===== src/mft_pkg.sv =====
// Constants shared by the timer output-B/flag/DMA block and its controller end.
// Assumes both ends compile against this package first.
package mft_pkg;

   // Device register addresses on the link
   localparam logic [7:0] MFT_ADDR_PTR = 8'hf0;
   localparam logic [7:0] MFT_ADDR_OUTB = 8'hfd;
   localparam logic [7:0] MFT_ADDR_FLAGS = 8'hfe;
   localparam logic [7:0] MFT_ADDR_MASK = 8'hff;

   // Reset values
   localparam logic [7:0] MFT_OUTB_RST = 8'h00;
   localparam logic [7:0] MFT_FLAGS_RST = 8'h00;
   localparam logic [7:0] MFT_MASK_RST = 8'h00;
   localparam logic [7:0] MFT_PTR_RST = 8'h00;

   // Output B action control fields
   localparam int MFT_OB_C0_HI = 7;
   localparam int MFT_OB_C0_LO = 6;
   localparam int MFT_OB_C1_HI = 5;
   localparam int MFT_OB_C1_LO = 4;
   localparam int MFT_OB_WR_HI = 3;
   localparam int MFT_OB_WR_LO = 2;
   localparam int MFT_OB_OEV = 1;
   localparam int MFT_OB_LEVEL = 0;

   // Event flag bits
   localparam int MFT_FL_CP0 = 7;
   localparam int MFT_FL_CP1 = 6;
   localparam int MFT_FL_CM0 = 5;
   localparam int MFT_FL_CM1 = 4;
   localparam int MFT_FL_WRAP = 3;
   localparam int MFT_FL_CAPTURE0_OVERRUN_FLAG = 2;
   localparam int MFT_FL_COMPARE0_OVERRUN_FLAG = 1;
   localparam int MFT_FL_AND = 0;

   // Interrupt/DMA mask bits
   localparam int MFT_MK_GT = 7;
   localparam int MFT_MK_CAPTURE0_DMA_ENABLE = 6;
   localparam int MFT_MK_CAPTURE0_INT_MASK = 5;
   localparam int MFT_MK_CAPTURE1_INT_MASK = 4;
   localparam int MFT_MK_COMPARE0_DMA_ENABLE = 3;
   localparam int MFT_MK_COMPARE0_INT_MASK = 2;
   localparam int MFT_MK_COMPARE1_INT_MASK = 1;
   localparam int MFT_MK_WRI = 0;

   // DMA counter pointer bits
   localparam int MFT_PT_SWAP = 2;
   localparam int MFT_PT_DIR = 1;
   localparam int MFT_PT_AREA = 0;

   // Output actions
   localparam logic [1:0] MFT_ACT_SET = 2'b00;
   localparam logic [1:0] MFT_ACT_TOGGLE = 2'b01;
   localparam logic [1:0] MFT_ACT_RESET = 2'b10;
   localparam logic [1:0] MFT_ACT_NOP = 2'b11;

   // Controller APB map (byte addresses)
   localparam logic [11:0] MFT_APB_CAP_LEN = 12'h000;
   localparam logic [11:0] MFT_APB_CMP_LEN = 12'h004;
   localparam logic [11:0] MFT_APB_CTRL = 12'h008;
   localparam logic [11:0] MFT_APB_STATUS = 12'h00c;
   localparam int MFT_APB_WIN_BIT = 10;
   localparam logic [7:0] MFT_LEN_RST = 8'h01;

endpackage


===== src/mft_link_if.sv =====
// Link between the timer block and its DMA/interrupt controller end.
// Assumes both ends share one clock; all signals are synchronous to it.
`timescale 1ns/1ns
`default_nettype none
interface mft_link_if;
   // Register access
   logic reg_sel;
   logic reg_wr;
   logic [7:0] reg_addr;
   logic [7:0] reg_wdata;
   logic [7:0] reg_rdata;
   // Interrupt groups
   logic int_capture;
   logic int_compare;
   logic int_wrap;
   // DMA
   logic dma_cap_req;
   logic dma_cmp_req;
   logic [7:0] dma_ptr;
   logic eob_cap;
   logic eob_cmp;
   logic swap_toggle;

   modport dev_mp (
      input reg_sel, reg_wr, reg_addr, reg_wdata, eob_cap, eob_cmp, swap_toggle,
      output reg_rdata, int_capture, int_compare, int_wrap, dma_cap_req, dma_cmp_req,
      output dma_ptr
   );
   modport host_mp (
      output reg_sel, reg_wr, reg_addr, reg_wdata, eob_cap, eob_cmp, swap_toggle,
      input reg_rdata, int_capture, int_compare, int_wrap, dma_cap_req, dma_cmp_req,
      input dma_ptr
   );
endinterface
`default_nettype wire


===== src/mft_outb_flags_dma_ctrl.sv =====
// Timer output-B action control, event flags, interrupt/DMA mask, DMA pointer.
// Assumes event inputs are one-cycle pulses from the counter/compare logic.
//
// Functional notes
// - Compare events drive output B by field
// - Wrap event drives output B by field
// - Simultaneous events: AND of action codes
// - Wrap pulses on-chip event when enabled
// - Preset bit writes level, reads pin
// - Capture 0 flag; write 1 emulates capture
// - Capture 1 flag; emulate unless bicapture
// - Capture interrupt OR or AND select
// - Compare 0 flag, gated interrupt
// - Compare 1 flag, gated interrupt
// - Wrap flag, gated interrupt
// - Capture 0 overrun, also on emulation
// - Compare 0 overrun, software clears
// - Global enable gates every interrupt
// - Capture DMA enable cleared at block end
// - Capture 0 mask enables end-of-block when DMA
// - Compare DMA enable cleared at block end
// - Compare 0 mask enables end-of-block when DMA
// - Masks for capture 1, compare 1, wrap
// - Pointer high bits; swap toggles lowest
// - Direction bit follows DMA source
// - Area bit selects memory or register file
//
// The APB register port is this design's own decision.
`timescale 1ns/1ns
`default_nettype none
module mft_outb_flags_dma_ctrl
   import mft_pkg::*;
(
   // Clock and reset
   input wire logic ref_clk_in,
   input wire logic rst_in,
   // Controller link
   mft_link_if.dev_mp link,
   // Timer events
   input wire logic cmp0_match_in,
   input wire logic cmp1_match_in,
   input wire logic cap0_event_in,
   input wire logic cap1_event_in,
   input wire logic wrap_event_in,
   input wire logic bicapture_mode_in,
   // Outputs to pin and timer core
   output logic timer_output_two_out,
   output logic onchip_event_out,
   output logic sw_capture0_out,
   output logic sw_capture1_out
);

   logic [7:1] outb_ctrl;
   logic outb_level;
   logic [7:0] flags;
   logic [7:0] mask;
   logic [7:0] ptr;
   logic cap_eob_pend;
   logic cmp_eob_pend;
   logic dma_cap_q;
   logic dma_cmp_q;

   // Action code of one event, NOP when the event is absent
   function automatic logic [1:0] act_of(input logic ev, input logic [1:0] code);
      act_of = ev ? code : MFT_ACT_NOP;
   endfunction

   // New pin level from action code
   function automatic logic apply_act(input logic [1:0] act, input logic cur);
      case (act)
         MFT_ACT_SET: apply_act = 1'b1;
         MFT_ACT_TOGGLE: apply_act = ~cur;
         MFT_ACT_RESET: apply_act = 1'b0;
         default: apply_act = cur;
      endcase
   endfunction

   // Register decode
   wire wr_en = link.reg_sel & link.reg_wr;
   wire wr_outb = wr_en & (link.reg_addr == MFT_ADDR_OUTB);
   wire wr_flags = wr_en & (link.reg_addr == MFT_ADDR_FLAGS);
   wire wr_mask = wr_en & (link.reg_addr == MFT_ADDR_MASK);
   wire wr_ptr = wr_en & (link.reg_addr == MFT_ADDR_PTR);
   wire [7:0] wd = link.reg_wdata;

   // Output B action
   wire [1:0] act_c0 = act_of(cmp0_match_in, outb_ctrl[MFT_OB_C0_HI:MFT_OB_C0_LO]);
   wire [1:0] act_c1 = act_of(cmp1_match_in, outb_ctrl[MFT_OB_C1_HI:MFT_OB_C1_LO]);
   wire [1:0] act_wr = act_of(wrap_event_in, outb_ctrl[MFT_OB_WR_HI:MFT_OB_WR_LO]);
   wire [1:0] act_all = act_c0 & act_c1 & act_wr;
   wire any_out_ev = cmp0_match_in | cmp1_match_in | wrap_event_in;
   // Hardware event wins over a same-cycle preset write
   wire next_level = any_out_ev ? apply_act(act_all, outb_level) :
                     wr_outb ? wd[MFT_OB_LEVEL] : outb_level;

   // Software capture emulation
   wire sw_cp0 = wr_flags & wd[MFT_FL_CP0];
   wire sw_cp1 = wr_flags & wd[MFT_FL_CP1] & ~bicapture_mode_in;

   // Hardware flag sets; set wins over a clearing write
   wire [7:0] flag_set;
   assign flag_set[MFT_FL_CP0] = cap0_event_in | sw_cp0;
   assign flag_set[MFT_FL_CP1] = cap1_event_in | sw_cp1;
   assign flag_set[MFT_FL_CM0] = cmp0_match_in;
   assign flag_set[MFT_FL_CM1] = cmp1_match_in;
   assign flag_set[MFT_FL_WRAP] = wrap_event_in;
   assign flag_set[MFT_FL_CAPTURE0_OVERRUN_FLAG] = (cap0_event_in & flags[MFT_FL_CP0]) | sw_cp0;
   assign flag_set[MFT_FL_COMPARE0_OVERRUN_FLAG] = cmp0_match_in & flags[MFT_FL_CM0];
   assign flag_set[MFT_FL_AND] = 1'b0;
   wire [7:0] next_flags = (wr_flags ? wd : flags) | flag_set;

   // Mask: DMA enables cleared by hardware at block end
   wire [7:0] mask_clr = {1'b0, link.eob_cap, 2'b00, link.eob_cmp, 3'b000};
   wire [7:0] next_mask = (wr_mask ? wd : mask) & ~mask_clr;

   // End-of-block pending; set wins over re-arm write
   wire next_cap_eob = link.eob_cap |
                       (cap_eob_pend & ~(wr_mask & wd[MFT_MK_CAPTURE0_DMA_ENABLE]));
   wire next_cmp_eob = link.eob_cmp |
                       (cmp_eob_pend & ~(wr_mask & wd[MFT_MK_COMPARE0_DMA_ENABLE]));

   // DMA pointer: software bits plus swap toggle
   wire [7:0] ptr_base = wr_ptr ? {wd[7:2], ptr[MFT_PT_DIR], wd[MFT_PT_AREA]} : ptr;
   wire [7:0] ptr_tog = {5'b00000, link.swap_toggle, 2'b00};
   wire next_dma_cap = cap0_event_in & mask[MFT_MK_CAPTURE0_DMA_ENABLE];
   wire next_dma_cmp = cmp0_match_in & mask[MFT_MK_COMPARE0_DMA_ENABLE];
   wire next_dir = next_dma_cmp ? 1'b1 : next_dma_cap ? 1'b0 : ptr[MFT_PT_DIR];
   wire [7:0] next_ptr_raw = ptr_base ^ ptr_tog;
   wire [7:0] next_ptr = {next_ptr_raw[7:2], next_dir, next_ptr_raw[MFT_PT_AREA]};

   // Interrupt sources
   wire gt_en = mask[MFT_MK_GT];
   wire cap0_src = mask[MFT_MK_CAPTURE0_DMA_ENABLE] ? cap_eob_pend : flags[MFT_FL_CP0];
   wire cap0_on = cap0_src & mask[MFT_MK_CAPTURE0_INT_MASK];
   wire cap1_on = flags[MFT_FL_CP1] & mask[MFT_MK_CAPTURE1_INT_MASK];
   wire cap_and = cap0_on & flags[MFT_FL_CP1];
   wire cap_grp = flags[MFT_FL_AND] ? cap_and : (cap0_on | cap1_on);
   wire cmp0_src = mask[MFT_MK_COMPARE0_DMA_ENABLE] ? cmp_eob_pend : flags[MFT_FL_CM0];
   wire cmp0_on = cmp0_src & mask[MFT_MK_COMPARE0_INT_MASK];
   wire cmp1_on = flags[MFT_FL_CM1] & mask[MFT_MK_COMPARE1_INT_MASK];
   wire wrap_on = flags[MFT_FL_WRAP] & mask[MFT_MK_WRI];

   assign link.int_capture = gt_en & cap_grp;
   assign link.int_compare = gt_en & (cmp0_on | cmp1_on);
   assign link.int_wrap = gt_en & wrap_on;
   assign link.dma_cap_req = dma_cap_q;
   assign link.dma_cmp_req = dma_cmp_q;
   assign link.dma_ptr = ptr;

   // Read mux; preset bit reads the live pin level
   wire [7:0] rd_outb = {outb_ctrl, outb_level};
   assign link.reg_rdata = (link.reg_addr == MFT_ADDR_OUTB) ? rd_outb :
                           (link.reg_addr == MFT_ADDR_FLAGS) ? flags :
                           (link.reg_addr == MFT_ADDR_MASK) ? mask :
                           (link.reg_addr == MFT_ADDR_PTR) ? ptr : 8'h00;

   assign timer_output_two_out = outb_level;

   always_ff @(posedge ref_clk_in) begin
      if (rst_in) begin
         outb_ctrl <= MFT_OUTB_RST[7:1];
         outb_level <= MFT_OUTB_RST[MFT_OB_LEVEL];
      end else begin
         if (wr_outb) begin
            outb_ctrl <= wd[7:1];
         end
         outb_level <= next_level;
      end
   end

   always_ff @(posedge ref_clk_in) begin
      if (rst_in) begin
         flags <= MFT_FLAGS_RST;
         mask <= MFT_MASK_RST;
         ptr <= MFT_PTR_RST;
         cap_eob_pend <= 1'b0;
         cmp_eob_pend <= 1'b0;
      end else begin
         flags <= next_flags;
         mask <= next_mask;
         ptr <= next_ptr;
         cap_eob_pend <= next_cap_eob;
         cmp_eob_pend <= next_cmp_eob;
      end
   end

   always_ff @(posedge ref_clk_in) begin
      if (rst_in) begin
         dma_cap_q <= 1'b0;
         dma_cmp_q <= 1'b0;
         onchip_event_out <= 1'b0;
         sw_capture0_out <= 1'b0;
         sw_capture1_out <= 1'b0;
      end else begin
         dma_cap_q <= next_dma_cap;
         dma_cmp_q <= next_dma_cmp;
         onchip_event_out <= wrap_event_in & outb_ctrl[MFT_OB_OEV];
         sw_capture0_out <= sw_cp0;
         sw_capture1_out <= sw_cp1;
      end
   end

endmodule
`default_nettype wire


===== src/flat_wrapper.sv =====
// flat-port wrapper written by rule: the top's interface ports become plain ports
module mft_outb_flags_dma_ctrl_flat import mft_pkg::*;
  (ref_clk_in, rst_in, cmp0_match_in, cmp1_match_in, cap0_event_in, cap1_event_in, wrap_event_in, bicapture_mode_in, timer_output_two_out, onchip_event_out, sw_capture0_out, sw_capture1_out, link_reg_sel, link_reg_wr, link_reg_addr, link_reg_wdata, link_eob_cap, link_eob_cmp, link_swap_toggle, link_reg_rdata, link_int_capture, link_int_compare, link_int_wrap, link_dma_cap_req, link_dma_cmp_req, link_dma_ptr);
  mft_link_if link_i ();
  input wire logic ref_clk_in;
  input wire logic rst_in;
  input wire logic cmp0_match_in;
  input wire logic cmp1_match_in;
  input wire logic cap0_event_in;
  input wire logic cap1_event_in;
  input wire logic wrap_event_in;
  input wire logic bicapture_mode_in;
  output logic timer_output_two_out;
  output logic onchip_event_out;
  output logic sw_capture0_out;
  output logic sw_capture1_out;
  input wire logic [$bits(link_i.reg_sel)-1:0] link_reg_sel;
  input wire logic [$bits(link_i.reg_wr)-1:0] link_reg_wr;
  input wire logic [$bits(link_i.reg_addr)-1:0] link_reg_addr;
  input wire logic [$bits(link_i.reg_wdata)-1:0] link_reg_wdata;
  input wire logic [$bits(link_i.eob_cap)-1:0] link_eob_cap;
  input wire logic [$bits(link_i.eob_cmp)-1:0] link_eob_cmp;
  input wire logic [$bits(link_i.swap_toggle)-1:0] link_swap_toggle;
  output wire logic [$bits(link_i.reg_rdata)-1:0] link_reg_rdata;
  output wire logic [$bits(link_i.int_capture)-1:0] link_int_capture;
  output wire logic [$bits(link_i.int_compare)-1:0] link_int_compare;
  output wire logic [$bits(link_i.int_wrap)-1:0] link_int_wrap;
  output wire logic [$bits(link_i.dma_cap_req)-1:0] link_dma_cap_req;
  output wire logic [$bits(link_i.dma_cmp_req)-1:0] link_dma_cmp_req;
  output wire logic [$bits(link_i.dma_ptr)-1:0] link_dma_ptr;
  assign link_i.reg_sel = link_reg_sel;
  assign link_i.reg_wr = link_reg_wr;
  assign link_i.reg_addr = link_reg_addr;
  assign link_i.reg_wdata = link_reg_wdata;
  assign link_i.eob_cap = link_eob_cap;
  assign link_i.eob_cmp = link_eob_cmp;
  assign link_i.swap_toggle = link_swap_toggle;
  assign link_reg_rdata = link_i.reg_rdata;
  assign link_int_capture = link_i.int_capture;
  assign link_int_compare = link_i.int_compare;
  assign link_int_wrap = link_i.int_wrap;
  assign link_dma_cap_req = link_i.dma_cap_req;
  assign link_dma_cmp_req = link_i.dma_cmp_req;
  assign link_dma_ptr = link_i.dma_ptr;
  mft_outb_flags_dma_ctrl u_core (.ref_clk_in(ref_clk_in), .rst_in(rst_in), .link(link_i), .cmp0_match_in(cmp0_match_in), .cmp1_match_in(cmp1_match_in), .cap0_event_in(cap0_event_in), .cap1_event_in(cap1_event_in), .wrap_event_in(wrap_event_in), .bicapture_mode_in(bicapture_mode_in), .timer_output_two_out(timer_output_two_out), .onchip_event_out(onchip_event_out), .sw_capture0_out(sw_capture0_out), .sw_capture1_out(sw_capture1_out));
endmodule

===== config.mk =====
export PLATFORM = sky130hd
export DESIGN_NAME = mft_outb_flags_dma_ctrl_flat
export DESIGN_NICKNAME = d
export VERILOG_FILES = /design/src/mft_pkg.sv /design/src/mft_link_if.sv /design/src/mft_outb_flags_dma_ctrl.sv /design/src/flat_wrapper.sv
export SDC_FILE = /design/constraint.sdc
export NUM_CORES = 1
export LEC_CHECK = 0
export ABC_AREA = 1
export ABC_CLOCK_PERIOD_IN_PS = 4770
export BUFFER_PORTS_ARGS = -buffer_cell sky130_fd_sc_hd__buf_4
export CORE_MARGIN = 5
export CORE_UTILIZATION = 56
export CTS_CLUSTER_SIZE = 28
export DETAILED_ROUTE_END_ITERATION = 16
export PLACE_DENSITY = 0.84
export SLEW_MARGIN = 10
export SYNTH_ARGS = -nofsm -noshare
export SYNTH_HDL_FRONTEND = slang
export SYNTH_SLANG_ARGS = --single-unit

===== constraint.sdc =====
create_clock -name ref_clk_in -period 4.77 [get_ports ref_clk_in]
set_input_delay 0.954 -clock ref_clk_in [delete_from_list [all_inputs] [get_ports ref_clk_in]]
set_output_delay 0.954 -clock ref_clk_in [all_outputs]
set_load 0.05 [all_outputs]

[After elaboration in Yosys (flattened, before gate mapping)]
Index checks and enable logic that the tools add are counted.
Cells by class
  reductions and logical operators: 4
  multiplexer cells: 18
  bitwise logic cells: 45
  equality and inequality tests: 7
Operators by type and width (count)
  $mux W8: 7
  $eq A8 B8 Y1 const B: 4
  $and A1 B1 Y1: 26
  $or A1 B1 Y1: 9
  $and A8 B8 Y8: 1
  $not A7 Y8: 1
  $or A8 B8 Y8: 1
  $xor A8 B3 Y8: 1
  $mux W1: 7
  $mux W2: 3
  $and A2 B2 Y2: 2
  $ne A4 B4 Y1 const B: 1
  $not A1 Y1: 4
  $reduce_bool A2 Y1: 2
  $pmux W1 S3: 1
  $eq A2 B1 Y1 const B: 1
  $eq A2 B2 Y1 const B: 1
  $logic_not A2 Y1: 1
  $reduce_and A2 Y1: 1
Storage, ports and cells
  input port bits: 29
  output and inout port bits: 25
  word-level logic and storage cells: 87
  flip-flop bits (word level): 39

[Logic depth before layout (Yosys ltp)]
Gate-level depths: netlist (run 1).
  word-level depth: 6
  mapped depth: 11
  gate-level depth less buffers: 11

[Worst setup path before layout (run 1)]
Ideal clock, no wire load.
  path type: input to output
  start: in link_reg_addr[3]
  end: out link_reg_rdata[5]
  required time: 3.816 ns
  stages on the path: 6
  buffers on the path: 1
  arrival: 2.064 ns
  setup slack: 1.752 ns
  path through: nand2_2 -> nor3_4 -> and2_1 -> buf_6 -> nand2_1 -> nand4_1
On the way
  cells in the longest elaborated chain, start to end: 5
  elaborated cells between the ends (all ways): 8
  those cells by class: eq/ne: 4; mux: 4
Ends and longest elaborated chain
  start: declaration: line flat_wrapper.sv:19  | input wire logic [$bits(link_i.reg_addr)-1:0] link_reg_addr;
  $eq A8 B8 Y1: line mft_outb_flags_dma_ctrl.sv:155  | (link.reg_addr == MFT_ADDR_PTR) ? ptr : 8'h00;
  $mux W8: line mft_outb_flags_dma_ctrl.sv:155
  $mux W8: line mft_outb_flags_dma_ctrl.sv:154  | (link.reg_addr == MFT_ADDR_MASK) ? mask :
  $mux W8: line mft_outb_flags_dma_ctrl.sv:153  | (link.reg_addr == MFT_ADDR_FLAGS) ? flags :
  $mux W8 *: line mft_outb_flags_dma_ctrl.sv:152  | assign link.reg_rdata = (link.reg_addr == MFT_ADDR_OUTB) ? rd_outb :
  end: declaration: line flat_wrapper.sv:24  | output wire logic [$bits(link_i.reg_rdata)-1:0] link_reg_rdata;
Mark *: on every way between the ends. The rest lies on a longest branch, timed or not.

[Worst setup path after layout (run 1)]
  start: in link_reg_addr[3]
  end: out link_reg_rdata[1]
Same word-level chain as after synthesis.

==> impl_metrics.ini, run 1 <==
[die]
fp.dieW_um = 69.83
die-area_mm2 = 0.004876
start_util = 0.5914
ios = 54
core_area_mm2 = 0.003390
die_h_um = 69.83
rows = 21

[grt]
grt_pass1_vias = 2047
grt_max_degree = 23
grt_overflow = 0
antenna_found_initial = 0
grt_usage = 0.2401
grt_pass1_wl_um = 9556

[pwr]
peakVddDrop_uv = 239.4
p_per_area_mw_per_mm2 = 278.8
p_leak_nw = 1.100
p_total_uw = 692.8

[worst_setup_path]
cpMostUsedCell = buf_4
cp_slowest_stage_delay_ps = 400
cp-end-kind = output port
critPathMaxFanout = 9
critPathArrivalTime_ps = 2400
critPathKind = input pin to output port
cp_cell_sequence = buf_4, nand2_2, nor3_4, and2_1, nand2_1, nand4_1, buf_4
worstSetupStartpointType = input pin
cp.required_ps = 3820
crit_slowest_cell = nor3_4

[clocking]
numCtsBuffers = 5
tritoncts = yes
root_buffer = clkbuf_4
clockBufferDepth = 2
clkLatencyLatePin_ps = 350
clock-sinks = 39
path_clk_slew_ps = 130
htree_levels = 2
post_cts_buffers = 0
holdBufCountCts = 0
cts_resized = 0

[timing]
maxClockFrequency_mhz = 298.5
timing.hold.ws_ps = 480.3
slew_viol_final = 0
finalHoldViolations = 0
rsz0062_at_grt = no
fin_skew_ps = 10.61
fin_crit_ps = 3351
fin_crit_sh = 0.7024
finalWorstSetupSlack_ps = 1419
relSlewSlack = 0.5354
setup-violations-final = 0
worst_pin_slew_ps = 696.1
tns_ps = 0

[drt]
wl_um = 5884
viasPerCell = 5.769
drtIter0Drc = 206
final_antenna_net_count = 0
drc_errors = 0
dr.pass1.iters = 5
vias = 2198
routedWlPerCell_um = 15.44

[synth]
ys_ff_latch = 39
avgSynthCellArea_um2 = 7.008
syn_area_mm2 = 0.002004
synthDistinctLibCells = 31
yosysSeqAreaShare = 0.3895
yosysWarningCount = 0
synth_ff_type = dfxtp_1
synth-edff-count = 0
synth_nets = 317
syn_inst = 286
async_flop_share = 0

[placement]
numPortBuffers = 53
placed_area_mm2 = 0.002384
hpwl_um = 4172
pre_cts_slack_ps = 1462
placed_cells_incl_taps = 373
gp_congestion = 0.8591

[final_layout]
fin_nets = 365
finalNonFillerCells = 381
fillers = 290
drive_gt1_frac = 0.2269
fin_util = 0.7331
diodes = 0
area_growth_pct = 23.97
finalInstanceArea_mm2 = 0.002485

[min_path]
hold_class = register to register

[run_status]
outcome = completed

[run]
max_cap_viol_count = 0
-- Yosys cell counts (2+ instances only) --
cell      count  area share
buf_1         2      0.0037
o21ai_0       8       0.020
nor3_1        3      0.0075
inv_1        35       0.066
buf_2         3      0.0075
buf_6         3       0.017
buf_4         3       0.011
a21oi_1      28       0.070
ha_1          2       0.012
inv_2         2      0.0037
nor2_4        2       0.011
nor2_1       12       0.022
nand3_1      29       0.072
nand3b_1      2      0.0075
dfxtp_1      39        0.39
nand2_1      74        0.14
clkbuf_1      2      0.0037
nand3_2       3       0.015
o21ai_1       7       0.017
nand4_1      16       0.050
-- state kept, by name, summed over array words and instances (netlist names) --
| register | flops |
|---|---|
| u_core.onchip_event_out | 1 |
| u_core.link.dma_cap_req | 1 |
| u_core.outb_ctrl | 7 |
| u_core.link.dma_cmp_req | 1 |
| u_core.sw_capture1_out | 1 |
| u_core.mask | 8 |
| u_core.link.dma_ptr | 8 |
| u_core.timer_output_two_out | 1 |
| u_core.cmp_eob_pend | 1 |
| u_core.cap_eob_pend | 1 |
| u_core.sw_capture0_out | 1 |
| u_core.flags | 8 |
-- cells by family (layout without fill, tap and decap cells) --
logic type	count (synthesis)	after routing	synth area share
AO/OA/AOI/OAI	47	47	0.1242
adder cells (fa/ha/maj)	2	2	0.01248
buffers and inverters	50	99	0.1124
flip-flops	39	39	0.3895
AND/OR/NAND/NOR	148	148	0.3614
-- metal layers --
| metal | part of all wire | GRT usage |
|---|---|---|
| met5 | 0 | 0 |
| met1 | 0.39 | 0.2914 |
| met2 | 0.47 | 0.3945 |
| met3 | 0.11 | 0.07246 |
| met4 | 0.030 | 0.09574 |
-- where the power goes --
| part | leakage, nW | internal [mW] | switching (mW) |
|---|---|---|---|
| logic | 0.730 | 0.0302 | 0.0475 |
| registers | 0.317 | 0.333 | 0.00667 |
| clock network | 0.0525 | 0.164 | 0.112 |
| total | 1.10 | 0.527 | 0.166 |
-- final timing paths --
kind / slack, ps / to / depth (start not counted) / start
setup / recovery: 1420 / link_reg_rdata[1] / 7 / link_reg_addr[3]
hold / removal: 480 / u_core.cap_eob_pend / 2 / u_core.cap_eob_pend
setup reg to reg: 3070 / u_core.timer_output_two_out / 10 / u_core.outb_ctrl[6]
hold reg to reg: 480 / u_core.cap_eob_pend / 2 / u_core.cap_eob_pend
-- placed cells by master, fill, tap and decap left out, types with 2 or more instances in the layout --
cell type | synthesis | final
nor3_1 | 3 | 3
a21oi_1 | 28 | 28
inv_1 | 35 | 35
bufinv_16 | 0 | 2
o21ai_1 | 7 | 7
nand4_1 | 16 | 16
dfxtp_1 | 39 | 39
nand2_1 | 74 | 74
ha_1 | 2 | 2
o21ai_0 | 8 | 8
nor2_4 | 2 | 2
clkbuf_4 | 0 | 5
buf_4 | 3 | 54
nand3_2 | 3 | 3
nor2_1 | 12 | 11
nor2_2 | 1 | 2
nand3_1 | 29 | 29
inv_2 | 2 | 2
nand3b_1 | 2 | 2
-- layout make-up --
class,count,area (um2),share of cell area
well taps,46,57.56,0.02316
repair buffers,54,405.4,0.1631
flip-flops and latches,39,780.7,0.3142
clock inverters,2,60.06,0.02417
inverters,37,138.9,0.05589
clock buffers,6,41.29,0.01662
multi-input cells,197,1001,0.4028
-- worst max-delay path: cells and delay by family --
kind / cells / cell delay, ps
and+or+nand+nor: 5 / 1130
buffers and inverters: 2 / 300
Power figures use the tool's default switching activity.
==> run 2: changes to the inputs <==
--- a/config.mk
+++ b/config.mk
@@ -6,13 +6,13 @@
 export NUM_CORES = 1
 export LEC_CHECK = 0
 export ABC_AREA = 1
-export ABC_CLOCK_PERIOD_IN_PS = 4770
+export ABC_CLOCK_PERIOD_IN_PS = 2850
 export BUFFER_PORTS_ARGS = -buffer_cell sky130_fd_sc_hd__buf_4
 export CORE_MARGIN = 5
-export CORE_UTILIZATION = 56
+export CORE_UTILIZATION = 47
 export CTS_CLUSTER_SIZE = 28
 export DETAILED_ROUTE_END_ITERATION = 16
-export PLACE_DENSITY = 0.84
+export PLACE_DENSITY = 0.75
 export SLEW_MARGIN = 10
 export SYNTH_ARGS = -nofsm -noshare
 export SYNTH_HDL_FRONTEND = slang
==> constraint.sdc (replaced) <==
create_clock -name ref_clk_in -period 2.85 [get_ports ref_clk_in]
set_input_delay 0.57 -clock ref_clk_in [delete_from_list [all_inputs] [get_ports ref_clk_in]]
set_output_delay 0.57 -clock ref_clk_in [all_outputs]
set_load 0.05 [all_outputs]
==> run 2 against run 1 <==
- first-iteration DRC count fell by 4.4%
- flip-flop and latch count unchanged
- total power increased by 60%
- register-to-register slack got worse by 1800 ps
- clock skew decreased by 3.9 ps
- global-route usage decreased by 2.6 points
- hold slack got worse by 48 ps
- largest power group unchanged
- highest routed layer unchanged
==> impl_metrics.ini, run 2 (synthesis results as in run 1) <==
[pwr]
p_per_area_mw_per_mm2 = 443.1
power.switching_uw = 277.1
internal_power_uw = 828.8
clkPwrFrac = 0.370
power_frac_comb = 0.117
seq_power_share = 0.514
peakVddDrop_uv = 315.5
swShare = 0.2506
p_leak_nw = 1.104
p_total_mw = 1.106

[drt]
vias = 2104
drtIter0Drc = 197
wl_um = 5744
drc_errors = 0
final_antenna_net_count = 0
dr.pass1.iters = 4
routedWlPerCell_um = 14.88
viasPerCell = 5.451

[final_layout]
finalNonFillerCells = 386
drive_gt1_frac = 0.2292
fin_nets = 366
multi_input_area_mm2 = 0.001001
layout_commonest_cell = nand2_1
diodes = 0
mostFrequentLayoutCells = nand2_1, buf_4, dfxtp_1
fillers = 405
area_growth_pct = 24.53
seqCellArea_um2 = 780.7
finalInstanceArea_mm2 = 0.002496

[worst_setup_path]
cp-end-kind = output port
path_delay_family = buffers and inverters
critPathKind = input pin to output port
critPathArrivalTime_ps = 1690
cp.required_ps = 2280
worstSetupStartpointType = input pin
reg2reg_slack_ps = 1240
critical_path_buf_inv_count = 3
cp_cell_sequence = buf_4, nand2_1, nor2_2, buf_4, nand3_1, nand4_1, buf_4
r2r_end = u_core.timer_output_two_out
cpMostUsedCell = buf_4
cp_slowest_stage_delay_ps = 330
critPathMaxFanout = 27
crit_slowest_cell = buf_4
reg2reg_from = u_core.outb_ctrl[6]
rr_worst_depth = 10

[clocking]
root_buffer = clkbuf_8
holdBufCountCts = 0
clkLatencyLatePin_ps = 290
tritoncts = yes
path_clk_slew_ps = 70
clockBufferDepth = 2
post_cts_buffers = 0
cts_resized = 0
clock-sinks = 39
htree_levels = 2
numCtsBuffers = 5

[placement]
placed_cells_incl_taps = 378
numPortBuffers = 53
pre_cts_slack_ps = 587.4
hpwl_um = 4186
gp_congestion = 0.8318
placed_area_mm2 = 0.002396

[timing]
maxClockFrequency_mhz = 442.3
finalWorstSetupSlack_ps = 589.2
relSlewSlack = 0.5407
tns_ps = 0
fin_crit_ps = 2261
rsz0062_at_grt = no
setup-violations-final = 0
fin_skew_ps = 6.718
finalHoldViolations = 0
slew_viol_final = 0
worst_pin_slew_ps = 688.1
fin_crit_sh = 0.7933

[min_path]
min_from = bicapture_mode_in
hold_end = u_core.sw_capture1_out
hold_class = input pin to register
hold_depth = 2

[grt]
grt_pass1_vias = 1964
grt_pass1_wl_um = 9239
grt_usage = 0.2145
antenna_found_initial = 0
grt_overflow = 0
grt_max_degree = 28

[die]
die-area_mm2 = 0.005671
die_h_um = 75.31
core_area_mm2 = 0.004058
rows = 23
fp.dieW_um = 75.31
ios = 54
start_util = 0.4940

[run]
max_cap_viol_count = 0

[run_status]
outcome = completed
==> run 2: changes by cell type in the layout (fill, tap and decap cells not counted), sizes merged <==
cell    change
bufinv      -2
clkbuf      +2
buf         +1
==> run 2: worst max path at each step <==
stage / start / end / cells past startpoint
after global routing: link_reg_addr[5] / link_reg_rdata[5] / 7
after floorplan: link_reg_addr[3] / link_reg_rdata[5] / 6
final: link_reg_addr[5] / link_reg_rdata[0] / 7
after global placement: link_reg_addr[5] / link_reg_rdata[0] / 7
after CTS: link_reg_addr[5] / link_reg_rdata[0] / 7
after detailed placement: link_reg_addr[1] / link_reg_rdata[7] / 8
==> run 2: layout make-up <==
class                      instances  area share
multi-input combinational        197      0.4010
sequential                        39      0.3128
timing repair buffer              55      0.1654
inverter                          37     0.05564
clock buffer                       8     0.04010
tap                               50     0.02506
==> run 2: metal layers <==
layer	track usage	routed length [um]	vias up	share of wire
met5	0	0	-	0
met4	0.06214	75	0	0.013
met3	0.05409	615	9	0.11
met2	0.3576	2679	93	0.47
met1	0.2750	2374	967	0.41
li1	-	-	1035	-
==> run 2: power groups by stage <==
stage          Sequential (mW)  Clock, mW  Combinational, mW
2_1_floorplan            0.586          0             0.0624
3_3_place_gp             0.580          0              0.126
3_5_place_dp             0.580          0              0.128
4_1_cts                  0.568      0.415              0.129
5_1_grt                  0.569      0.438              0.142
6_report                 0.568      0.409              0.129
==> run 2: worst register-to-register path, cell delays in order, from the launching register on <==
cell and delay (ps):
dfxtp_1 340, inv_1 60, a221oi_1 340, ha_1 300
inv_1 70, nand2_1 50, nand2_1 50, nand2_1 40
nand3b_1 140, nand2_1 60, nor2_1 50
==> run 2: stage by stage <==
step                  util  hold slack, ps
floorplan                -           435.5
global placement    0.5905           455.2
detailed placement  0.5905           457.2
CTS                 0.6152           429.6
global route        0.6152           426.8
finish              0.6152           432.6
